## src/design/cmwt_pkg.sv

```systemverilog
// package: register map, field layout and constants of the compare match waveform timer
package cmwt_pkg;

    // register byte offsets (one aligned word each)
    localparam logic [7:0] ADDR_TIMER_CONTROL  = 8'h00;
    localparam logic [7:0] ADDR_TIMER_MODE     = 8'h04;
    localparam logic [7:0] ADDR_PIN_OUTPUT     = 8'h08;
    localparam logic [7:0] ADDR_IRQ_ENABLE     = 8'h0C;
    localparam logic [7:0] ADDR_STATUS         = 8'h10;
    localparam logic [7:0] ADDR_COUNT          = 8'h14;
    localparam logic [7:0] ADDR_COMPARE_A      = 8'h18;
    localparam logic [7:0] ADDR_COMPARE_B      = 8'h1C;
    localparam logic [7:0] ADDR_COUNT_START    = 8'h20;
    localparam logic [7:0] ADDR_SYNC_SELECT    = 8'h24;
    localparam logic [7:0] ADDR_MODULE_STOP    = 8'h28;

    // timer_control fields
    localparam int CLK_SEL_LSB   = 0;    // count_clock_select [2:0]
    localparam int CLR_SEL_LSB   = 5;    // counter_clear_select [7:5]
    // pin_output_control fields
    localparam int ACT_A_LSB     = 0;    // output_action_a [3:0]
    localparam int ACT_B_LSB     = 4;    // output_action_b [7:4]
    // status / enable bit positions
    localparam int BIT_A         = 0;
    localparam int BIT_B         = 1;

    // field encodings
    localparam logic [2:0] CLR_NONE      = 3'h0;   // free running
    localparam logic [2:0] CLR_MATCH_A   = 3'h1;
    localparam logic [2:0] CLR_MATCH_B   = 3'h2;
    localparam logic [3:0] MODE_NORMAL   = 4'h0;

    // reset values
    localparam logic [15:0] COUNT_RESET  = 16'h0000;
    localparam logic [15:0] COMPARE_RESET = 16'hFFFF;
    localparam logic        STOP_RESET   = 1'b1;       // module held stopped

    // axi response codes
    localparam logic [1:0] RESP_OKAY     = 2'h0;
    localparam logic [1:0] RESP_SLVERR   = 2'h2;

    // output action decode of one 4-bit field
    typedef struct packed {
        logic enabled;     // pin driven at all
        logic init_level;  // level before any match
        logic [1:0] match; // 1: low, 2: high, 3: toggle
    } cmwt_action_t;

    // match event pair
    typedef struct packed {
        logic b;
        logic a;
    } cmwt_pair_t;

endpackage : cmwt_pkg

```

## src/design/cmwt_timer.sv

```systemverilog
// file: compare match waveform timer channel with an axi4-lite register slave
`timescale 1ns/10ps
`default_nettype none
module cmwt_timer #(
    parameter int PRESCALE_W = 12   // width of the count clock prescaler
) (
    // clock and reset
    input  wire  logic        CLK_SYS,
    input  wire  logic        ARST_N,
    // axi4-lite write address
    input  wire  logic [7:0]  S_AXI_AWADDR,
    input  wire  logic        S_AXI_AWVALID,
    output logic              S_AXI_AWREADY,
    // axi4-lite write data
    input  wire  logic [31:0] S_AXI_WDATA,
    input  wire  logic [3:0]  S_AXI_WSTRB,
    input  wire  logic        S_AXI_WVALID,
    output logic              S_AXI_WREADY,
    // axi4-lite write response
    output logic [1:0]        S_AXI_BRESP,
    output logic              S_AXI_BVALID,
    input  wire  logic        S_AXI_BREADY,
    // axi4-lite read address
    input  wire  logic [7:0]  S_AXI_ARADDR,
    input  wire  logic        S_AXI_ARVALID,
    output logic              S_AXI_ARREADY,
    // axi4-lite read data
    output logic [31:0]       S_AXI_RDATA,
    output logic [1:0]        S_AXI_RRESP,
    output logic              S_AXI_RVALID,
    input  wire  logic        S_AXI_RREADY,
    // waveform pins
    output logic              WAVEFORM_PIN_A,
    output logic              WAVEFORM_PIN_A_OE,
    output logic              WAVEFORM_PIN_B,
    output logic              WAVEFORM_PIN_B_OE,
    // interrupt requests
    output logic              MATCH_INTERRUPT_A,
    output logic              MATCH_INTERRUPT_B
);

    // decode one output action field
    function automatic cmwt_pkg::cmwt_action_t decode_action(input logic [3:0] f);
        cmwt_pkg::cmwt_action_t r;
        r.enabled    = (f[3] == 1'b0) && (f[1:0] != 2'b00);
        r.init_level = f[2];
        r.match      = f[1:0];
        return r;
    endfunction : decode_action

    // next pin level after a match
    function automatic logic pin_next(input cmwt_pkg::cmwt_action_t a, input logic cur);
        logic r;
        case (a.match)
            2'b01:   r = 1'b0;
            2'b10:   r = 1'b1;
            2'b11:   r = ~cur;
            default: r = cur;
        endcase
        return r;
    endfunction : pin_next

    // software registers
    logic [2:0]  clk_sel_q;        // count_clock_select
    logic [2:0]  clr_sel_q;        // counter_clear_select
    logic [3:0]  mode_q;           // operating_mode_field
    logic [3:0]  act_a_q;          // output_action_a
    logic [3:0]  act_b_q;          // output_action_b
    logic [1:0]  irq_en_q;         // match_irq_enable_b/a
    logic        start_q;          // count_start_bit
    logic        sync_q;           // synchronous_select (no partner channel here)
    logic        stop_q;           // module stop state
    logic [15:0] cmp_a_q;          // compare_value_a
    logic [15:0] cmp_b_q;          // compare_value_b
    logic [15:0] count_q;          // timer_count
    logic [1:0]  flag_q;           // match_flag_b/a
    logic [1:0]  flag_seen_q;      // flag was read as 1
    logic        pin_a_q;
    logic        pin_b_q;
    logic [PRESCALE_W-1:0] pre_q;  // free prescaler for count clock

    // bus handshake state
    logic        aw_hold_q;
    logic        w_hold_q;
    logic [7:0]  aw_addr_q;
    logic [31:0] w_data_q;
    logic [3:0]  w_strb_q;
    logic        bvalid_q;
    logic [1:0]  bresp_q;
    logic        rvalid_q;
    logic [31:0] rdata_q;
    logic [1:0]  rresp_q;

    // one write fires when both halves are held and no response is pending
    logic wr_fire;
    logic rd_fire;
    assign wr_fire = aw_hold_q && w_hold_q && !bvalid_q;
    assign rd_fire = S_AXI_ARVALID && !rvalid_q;

    assign S_AXI_AWREADY = !aw_hold_q && !bvalid_q;
    assign S_AXI_WREADY  = !w_hold_q && !bvalid_q;
    assign S_AXI_ARREADY = !rvalid_q;
    assign S_AXI_BVALID  = bvalid_q;
    assign S_AXI_BRESP   = bresp_q;
    assign S_AXI_RVALID  = rvalid_q;
    assign S_AXI_RDATA   = rdata_q;
    assign S_AXI_RRESP   = rresp_q;

    // byte-lane merge of the held write data (low two lanes only used)
    logic [15:0] wmask;
    logic [15:0] wdat;
    assign wmask = {{8{w_strb_q[1]}}, {8{w_strb_q[0]}}};
    assign wdat  = w_data_q[15:0];

    // write decode strobes
    logic wr_ok;
    logic wr_stat;
    logic wr_count;
    // writes while module-stopped touch only the stop register
    assign wr_ok    = wr_fire && (!stop_q || aw_addr_q == cmwt_pkg::ADDR_MODULE_STOP);
    assign wr_stat  = wr_ok && aw_addr_q == cmwt_pkg::ADDR_STATUS && w_strb_q[0];
    assign wr_count = wr_ok && aw_addr_q == cmwt_pkg::ADDR_COUNT;

    // count clock: select 0 counts every cycle, n counts every 4^n cycles;
    // a mask wider than the prescaler saturates at its full period
    logic                  tick;
    logic [PRESCALE_W-1:0] tick_mask;   // low prescaler bits that must all be set
    always_comb begin
        tick_mask = PRESCALE_W'((32'h1 << (2 * clk_sel_q)) - 32'h1);
        tick      = (pre_q & tick_mask) == tick_mask;
    end

    // compare matches and their decoded actions
    cmwt_pkg::cmwt_pair_t   match;
    cmwt_pkg::cmwt_action_t dec_a;
    cmwt_pkg::cmwt_action_t dec_b;
    logic                   run;
    assign run     = start_q && !stop_q;
    assign match.a = run && tick && (count_q == cmp_a_q);
    assign match.b = run && tick && (count_q == cmp_b_q);
    assign dec_a   = decode_action(act_a_q);
    assign dec_b   = decode_action(act_b_q);

    // prescaler runs freely while the unit is out of module stop
    always_ff @(posedge CLK_SYS or negedge ARST_N) begin
        if (!ARST_N) begin
            pre_q <= '0;
        end else if (stop_q) begin
            pre_q <= '0;
        end else begin
            pre_q <= pre_q + PRESCALE_W'(1);
        end
    end

    // write address and data capture, in either order
    always_ff @(posedge CLK_SYS or negedge ARST_N) begin
        if (!ARST_N) begin
            aw_hold_q <= 1'b0;
            w_hold_q  <= 1'b0;
            aw_addr_q <= '0;
            w_data_q  <= '0;
            w_strb_q  <= '0;
        end else begin
            if (S_AXI_AWVALID && S_AXI_AWREADY) begin
                aw_hold_q <= 1'b1;
                aw_addr_q <= {S_AXI_AWADDR[7:2], 2'b00};
            end else if (wr_fire) begin
                aw_hold_q <= 1'b0;
            end
            if (S_AXI_WVALID && S_AXI_WREADY) begin
                w_hold_q <= 1'b1;
                w_data_q <= S_AXI_WDATA;
                w_strb_q <= S_AXI_WSTRB;
            end else if (wr_fire) begin
                w_hold_q <= 1'b0;
            end
        end
    end

    // write response; unmapped addresses answer slverr
    always_ff @(posedge CLK_SYS or negedge ARST_N) begin
        if (!ARST_N) begin
            bvalid_q <= 1'b0;
            bresp_q  <= cmwt_pkg::RESP_OKAY;
        end else if (wr_fire) begin
            bvalid_q <= 1'b1;
            bresp_q  <= (aw_addr_q > cmwt_pkg::ADDR_MODULE_STOP) ? cmwt_pkg::RESP_SLVERR
                                                                  : cmwt_pkg::RESP_OKAY;
        end else if (S_AXI_BREADY) begin
            bvalid_q <= 1'b0;
        end
    end

    // configuration registers; software keeps irqs off while changing them
    always_ff @(posedge CLK_SYS or negedge ARST_N) begin
        if (!ARST_N) begin
            clk_sel_q <= '0;
            clr_sel_q <= cmwt_pkg::CLR_NONE;
            mode_q    <= cmwt_pkg::MODE_NORMAL;
            act_a_q   <= '0;
            act_b_q   <= '0;
            irq_en_q  <= '0;
            start_q   <= 1'b0;
            sync_q    <= 1'b0;
            stop_q    <= cmwt_pkg::STOP_RESET;
            cmp_a_q   <= cmwt_pkg::COMPARE_RESET;
            cmp_b_q   <= cmwt_pkg::COMPARE_RESET;
        end else if (wr_ok && w_strb_q[0]) begin
            case (aw_addr_q)
                cmwt_pkg::ADDR_TIMER_CONTROL: begin
                    clk_sel_q <= wdat[cmwt_pkg::CLK_SEL_LSB +: 3];
                    clr_sel_q <= wdat[cmwt_pkg::CLR_SEL_LSB +: 3];
                end
                cmwt_pkg::ADDR_TIMER_MODE:  mode_q   <= wdat[3:0];
                cmwt_pkg::ADDR_PIN_OUTPUT: begin
                    act_a_q <= wdat[cmwt_pkg::ACT_A_LSB +: 4];
                    act_b_q <= wdat[cmwt_pkg::ACT_B_LSB +: 4];
                end
                cmwt_pkg::ADDR_IRQ_ENABLE:  irq_en_q <= wdat[1:0];
                cmwt_pkg::ADDR_COUNT_START: start_q  <= wdat[0];
                cmwt_pkg::ADDR_SYNC_SELECT: sync_q   <= wdat[0];
                cmwt_pkg::ADDR_MODULE_STOP: stop_q   <= wdat[0];
                cmwt_pkg::ADDR_COMPARE_A:   cmp_a_q  <= (cmp_a_q & ~wmask) | (wdat & wmask);
                cmwt_pkg::ADDR_COMPARE_B:   cmp_b_q  <= (cmp_b_q & ~wmask) | (wdat & wmask);
                default: begin
                end
            endcase
        end else if (wr_ok && w_strb_q[1]) begin
            // upper byte only reaches the 16-bit compare values
            if (aw_addr_q == cmwt_pkg::ADDR_COMPARE_A) begin
                cmp_a_q <= (cmp_a_q & ~wmask) | (wdat & wmask);
            end else if (aw_addr_q == cmwt_pkg::ADDR_COMPARE_B) begin
                cmp_b_q <= (cmp_b_q & ~wmask) | (wdat & wmask);
            end
        end
    end

    // counter: direct write wins, else counts on tick while started and out of module stop
    always_ff @(posedge CLK_SYS or negedge ARST_N) begin
        if (!ARST_N) begin
            count_q <= cmwt_pkg::COUNT_RESET;
        end else if (wr_count) begin
            count_q <= (count_q & ~wmask) | (wdat & wmask);
        end else if (run && tick) begin
            // sync_q has no partner here, so no foreign clear reaches us
            if ((clr_sel_q == cmwt_pkg::CLR_MATCH_A && match.a) ||
                (clr_sel_q == cmwt_pkg::CLR_MATCH_B && match.b)) begin
                count_q <= cmwt_pkg::COUNT_RESET;
            end else begin
                count_q <= count_q + 16'h0001;                        // wraps
            end
        end
    end

    // match flags: set wins over clear; clear needs a prior read of 1
    always_ff @(posedge CLK_SYS or negedge ARST_N) begin
        if (!ARST_N) begin
            flag_q      <= '0;
            flag_seen_q <= '0;
        end else begin
            for (int i = 0; i < 2; i++) begin
                if (match[i]) begin
                    flag_q[i] <= 1'b1;
                end else if (wr_stat && !wdat[i] && flag_seen_q[i]) begin
                    flag_q[i]      <= 1'b0;
                    flag_seen_q[i] <= 1'b0;
                end
                if (rd_fire && S_AXI_ARADDR[7:2] == cmwt_pkg::ADDR_STATUS[7:2] && flag_q[i]) begin
                    flag_seen_q[i] <= 1'b1;
                end
            end
        end
    end

    // waveform pins: initial level while not started, action on match in normal mode only
    always_ff @(posedge CLK_SYS or negedge ARST_N) begin
        if (!ARST_N) begin
            pin_a_q <= 1'b0;
            pin_b_q <= 1'b0;
        end else if (!start_q) begin
            pin_a_q <= dec_a.init_level;
            pin_b_q <= dec_b.init_level;
        end else if (mode_q == cmwt_pkg::MODE_NORMAL) begin
            if (match.a) begin
                pin_a_q <= pin_next(dec_a, pin_a_q);
            end
            if (match.b) begin
                pin_b_q <= pin_next(dec_b, pin_b_q);
            end
        end
    end

    assign WAVEFORM_PIN_A    = pin_a_q;
    assign WAVEFORM_PIN_B    = pin_b_q;
    assign WAVEFORM_PIN_A_OE = dec_a.enabled && !stop_q;
    assign WAVEFORM_PIN_B_OE = dec_b.enabled && !stop_q;
    // level requests follow flag and enable
    assign MATCH_INTERRUPT_A = flag_q[cmwt_pkg::BIT_A] && irq_en_q[cmwt_pkg::BIT_A];
    assign MATCH_INTERRUPT_B = flag_q[cmwt_pkg::BIT_B] && irq_en_q[cmwt_pkg::BIT_B];

    // read data mux
    logic [31:0] rd_mux;
    logic        rd_bad;
    always_comb begin
        rd_mux = '0;
        rd_bad = 1'b0;
        case ({S_AXI_ARADDR[7:2], 2'b00})
            cmwt_pkg::ADDR_TIMER_CONTROL: rd_mux[7:0] = {clr_sel_q, 2'b00, clk_sel_q};
            cmwt_pkg::ADDR_TIMER_MODE:    rd_mux[3:0] = mode_q;
            cmwt_pkg::ADDR_PIN_OUTPUT:    rd_mux[7:0] = {act_b_q, act_a_q};
            cmwt_pkg::ADDR_IRQ_ENABLE:    rd_mux[1:0] = irq_en_q;
            cmwt_pkg::ADDR_STATUS:        rd_mux[1:0] = flag_q;
            cmwt_pkg::ADDR_COUNT:         rd_mux[15:0] = count_q;
            cmwt_pkg::ADDR_COMPARE_A:     rd_mux[15:0] = cmp_a_q;
            cmwt_pkg::ADDR_COMPARE_B:     rd_mux[15:0] = cmp_b_q;
            cmwt_pkg::ADDR_COUNT_START:   rd_mux[0] = start_q;
            cmwt_pkg::ADDR_SYNC_SELECT:   rd_mux[0] = sync_q;
            cmwt_pkg::ADDR_MODULE_STOP:   rd_mux[0] = stop_q;
            default:                      rd_bad = 1'b1;
        endcase
    end

    // read answer one cycle after the address is taken
    always_ff @(posedge CLK_SYS or negedge ARST_N) begin
        if (!ARST_N) begin
            rvalid_q <= 1'b0;
            rdata_q  <= '0;
            rresp_q  <= cmwt_pkg::RESP_OKAY;
        end else if (rd_fire) begin
            rvalid_q <= 1'b1;
            rdata_q  <= rd_mux;
            rresp_q  <= rd_bad ? cmwt_pkg::RESP_SLVERR : cmwt_pkg::RESP_OKAY;
        end else if (S_AXI_RREADY) begin
            rvalid_q <= 1'b0;
        end
    end

endmodule : cmwt_timer
`default_nettype wire

```

## config.mk

```make
export PLATFORM = sky130hd
export DESIGN_NAME = cmwt_timer
export DESIGN_NICKNAME = d
export VERILOG_FILES = /design/src/design/cmwt_pkg.sv /design/src/design/cmwt_timer.sv
export SDC_FILE = /design/constraint.sdc
export NUM_CORES = 1
export LEC_CHECK = 0
export BUFFER_PORTS_ARGS = -buffer_cell sky130_fd_sc_hd__buf_2
export CAP_MARGIN = 20
export CORE_UTILIZATION = 60
export DETAILED_ROUTE_END_ITERATION = 12
export PLACE_DENSITY = 0.9
export SLEW_MARGIN = 20
export SYNTH_ARGS = -nofsm -noshare
export SYNTH_HDL_FRONTEND = slang
export SYNTH_SLANG_ARGS = --single-unit
```

## constraint.sdc

```tcl
create_clock -name CLK_SYS -period 4.2 [get_ports CLK_SYS]
set_input_delay 0.21 -clock CLK_SYS [delete_from_list [all_inputs] [get_ports CLK_SYS]]
set_output_delay 0.21 -clock CLK_SYS [all_outputs]
set_load 0.03 [all_outputs]
```

==> results.ini <==
[timing]
hold_violations=0
slew_headroom=0.473
max_freq_mhz=292
period_needed_ps=3420
skew_ps=7.74
finalWorstSetupSlack_ps=777
min_period_over_period=0.815
final.setup.tns_ps=0
setup_violations=0
worst_pin_slew_ps=790
drv_slew=0
rsz0062_at_grt=false

[worst_setup_path]
reg2reg_depth=10
arrival_ps=3780
critPathCaptureType=flip-flop
cp-startpoint=clk_sel_q[1]
start_kind=flip-flop
crit_required_ps=4560
worstReg2RegStart=clk_sel_q[1]
cp_max_fo=18
reg2reg_slack_ps=780
worstSetupPathType=flip-flop to flip-flop

[placed_design]
port_buffers=65
pre_cts_ws_ps=908
hpwlAfterDp_mm=12.2
gp_congestion=0.976

[power]
powerDensity_mw_per_mm2=706
finalPower_mw=5.64
ir_worst_vdd_uv=583
cellLeakagePower_nw=3.48

[min_path]
hold_path.class=input pin to flip-flop

[floorplanning]
io_pins=106
die_h_um=110
die_area_sq_mm=0.0121
rows=39
core_area_sq_mm=0.0114
die_w_um=110
start_util=0.615

[route]
viasPerCell=6.22
postRouteAntennaNets=0
firstDrtPassIters=5
routed_wl_mm=17.1
wl_per_cell_um=19.6
drt_first_iter_violations=445
drc=0
vias=5436

[synth]
synthMuxAreaShare=0.144
synth_cells=663
ys_warn_count=0
synth_compound_area_frac=0.108
synth_area_leaders=dfrtp_1 (37%), dfstp_2 (12%), mux2_2 (12%)
synth_top_cell_by_area=dfrtp_1
synth_fa_ha_area_frac=0.00537
synthSimpleGateAreaFrac=0.154
yosysUniqueCellTypes=59
synth_top_area_share=0.365
synth.most_common_cell=dfrtp_1
ys_seq_elements=135
synthFlopType=dfrtp_1
synth-edff-count=0
synth_xor_area_frac=0.0539
ys_seq_area_frac=0.489
synth.avg_cell_area_sq_um=10.5
synthArstFlopShare=1.00
synth_top_family_by_area=simple AND/OR/NAND/NOR gates
synthesis.area_sq_mm=0.00699
netlist_top_cells_count=dfrtp_1 (102), mux2_2 (77), nand2_1 (65)

[cells_and_area]
drive_gt1_frac=0.290
fillers=796
diodes=0
seq_area_sq_mm=0.00342
final_nets=780
multi_input_area_sq_mm=0.00332
syn_to_final_growth_pct=14.2

[global_route]
overflow=0
grt_pass1_wl_mm=27.3
antenna_found_initial=0
grtUsageMet3=0.0854
first_global_vias=5217
grtUsageMet1=0.428
grt.total_usage=0.310
grt.met2_usage=0.454
grt_max_degree=81
grt-busiest-layer=met2

[clocking]
ctsLongestPathBuffers=2
cts-root-buf=clkbuf_16
cts_made_buffers=17
cts_tree=yes
postCtsHoldBufs=3
path_clk_slew_ps=60
cts_setup_buffers=0
clk_latency_ps=430
h-tree-depth=4
cts_sinks=135
ctsResizeCount=0

[status]
status=finished clean

[flow_run]
max-cap-violations=0

-- cells by family (layout without fill, tap and decap cells) --
family | after synthesis | in the layout
AOI/OAI and AO/OA | 107 | 107
xor gates and xnor gates | 43 | 43
adders and majority gates | 3 | 3
buffers and inverters | 62 | 113
DFF | 135 | 135
muxes | 91 | 91
other | 1 | 18
and+or+nand+nor | 221 | 221
-- report_power, final --
part | switching [mW] | total (mW) | leakage, nW | internal, mW
clock network | 0.545 | 1.59 | 0.315 | 1.04
registers | 0.643 | 2.45 | 1.67 | 1.81
logic | 0.843 | 1.60 | 1.49 | 0.759
total | 2.03 | 5.64 | 3.48 | 3.61
-- worst min path at each step --
stage                               from        endpoint  depth (start not counted)
after floorplan                   ARST_N  S_AXI_BRESP[1]                          0
after global placement      S_AXI_BREADY    S_AXI_BVALID                          2
after detailed placement    S_AXI_BREADY    S_AXI_BVALID                          2
after CTS                 S_AXI_WDATA[3]     w_data_q[3]                          2
after global routing      S_AXI_WDATA[3]     w_data_q[3]                          2
final                     S_AXI_WDATA[3]     w_data_q[3]                          2
-- critical path, stage by stage (launching register included) --
cell      delay, ps
dfrtp_1         470
nor2_2          200
nand2_1         140
ha_1            280
nor2b_1         170
a2111o_1        450
a31oi_4         250
nand4_4         300
or2_1           490
or4_1           490
nand3_1         100
-- layout make-up --
| cell class | count | share of cell area |
|---|---|---|
| Sequential cell | 135 | 0.428 |
| Multi-Input combinational cell | 483 | 0.416 |
| Clock buffer | 27 | 0.0710 |
| Timing Repair Buffer | 72 | 0.0490 |
| Tap cell | 143 | 0.0224 |
| Clock inverter | 5 | 0.00971 |
| Inverter | 9 | 0.00423 |
-- stage by stage --
| stage | util | instances | hold slack, ps | area [sq um] |
|---|---|---|---|---|
| after floorplan | - | 680 | -85.6 | 7060 |
| after global placement | 0.643 | 839 | 396 | 7310 |
| after detailed placement | 0.643 | 839 | 406 | 7310 |
| after CTS | 0.702 | 874 | 1.38 | 7980 |
| after global routing | 0.703 | 874 | 4.56 | 7990 |
| final | 0.703 | 874 | 11.8 | 7990 |
-- layout by cell type, fill, tap and decap left out, types with 5 or more instances in the layout --
master	synthesis	final
o211ai_1	12	12
o21ai_0	18	18
a21o_1	7	7
mux2_2	77	77
nand2_1	65	65
nor2_1	58	58
and3_1	8	8
xnor2_1	38	38
inv_1	9	9
o2111ai_1	5	5
clkbuf_16	0	20
xor2_1	5	5
nor4_1	5	5
and2_1	7	7
nand4_1	13	13
mux2i_1	14	14
dfstp_2	33	33
buf_2	2	64
nor3_1	6	6
conb_1	1	18
dfrtp_1	102	102
a21oi_1	23	23
nand3_1	27	27
nand2b_1	5	5
a22oi_1	6	6
nor2b_1	10	10
a222oi_1	5	5
o311ai_0	8	8
-- per-layer routing --
metal	share of wire	routed length, um	vias to the layer above
met5	0	0	-
met2	0.46	7890	273
li1	-	-	2449
met4	0.029	498	0
met1	0.43	7320	2674
met3	0.082	1410	40
No activity file was read; power rests on OpenSTA's default activity.
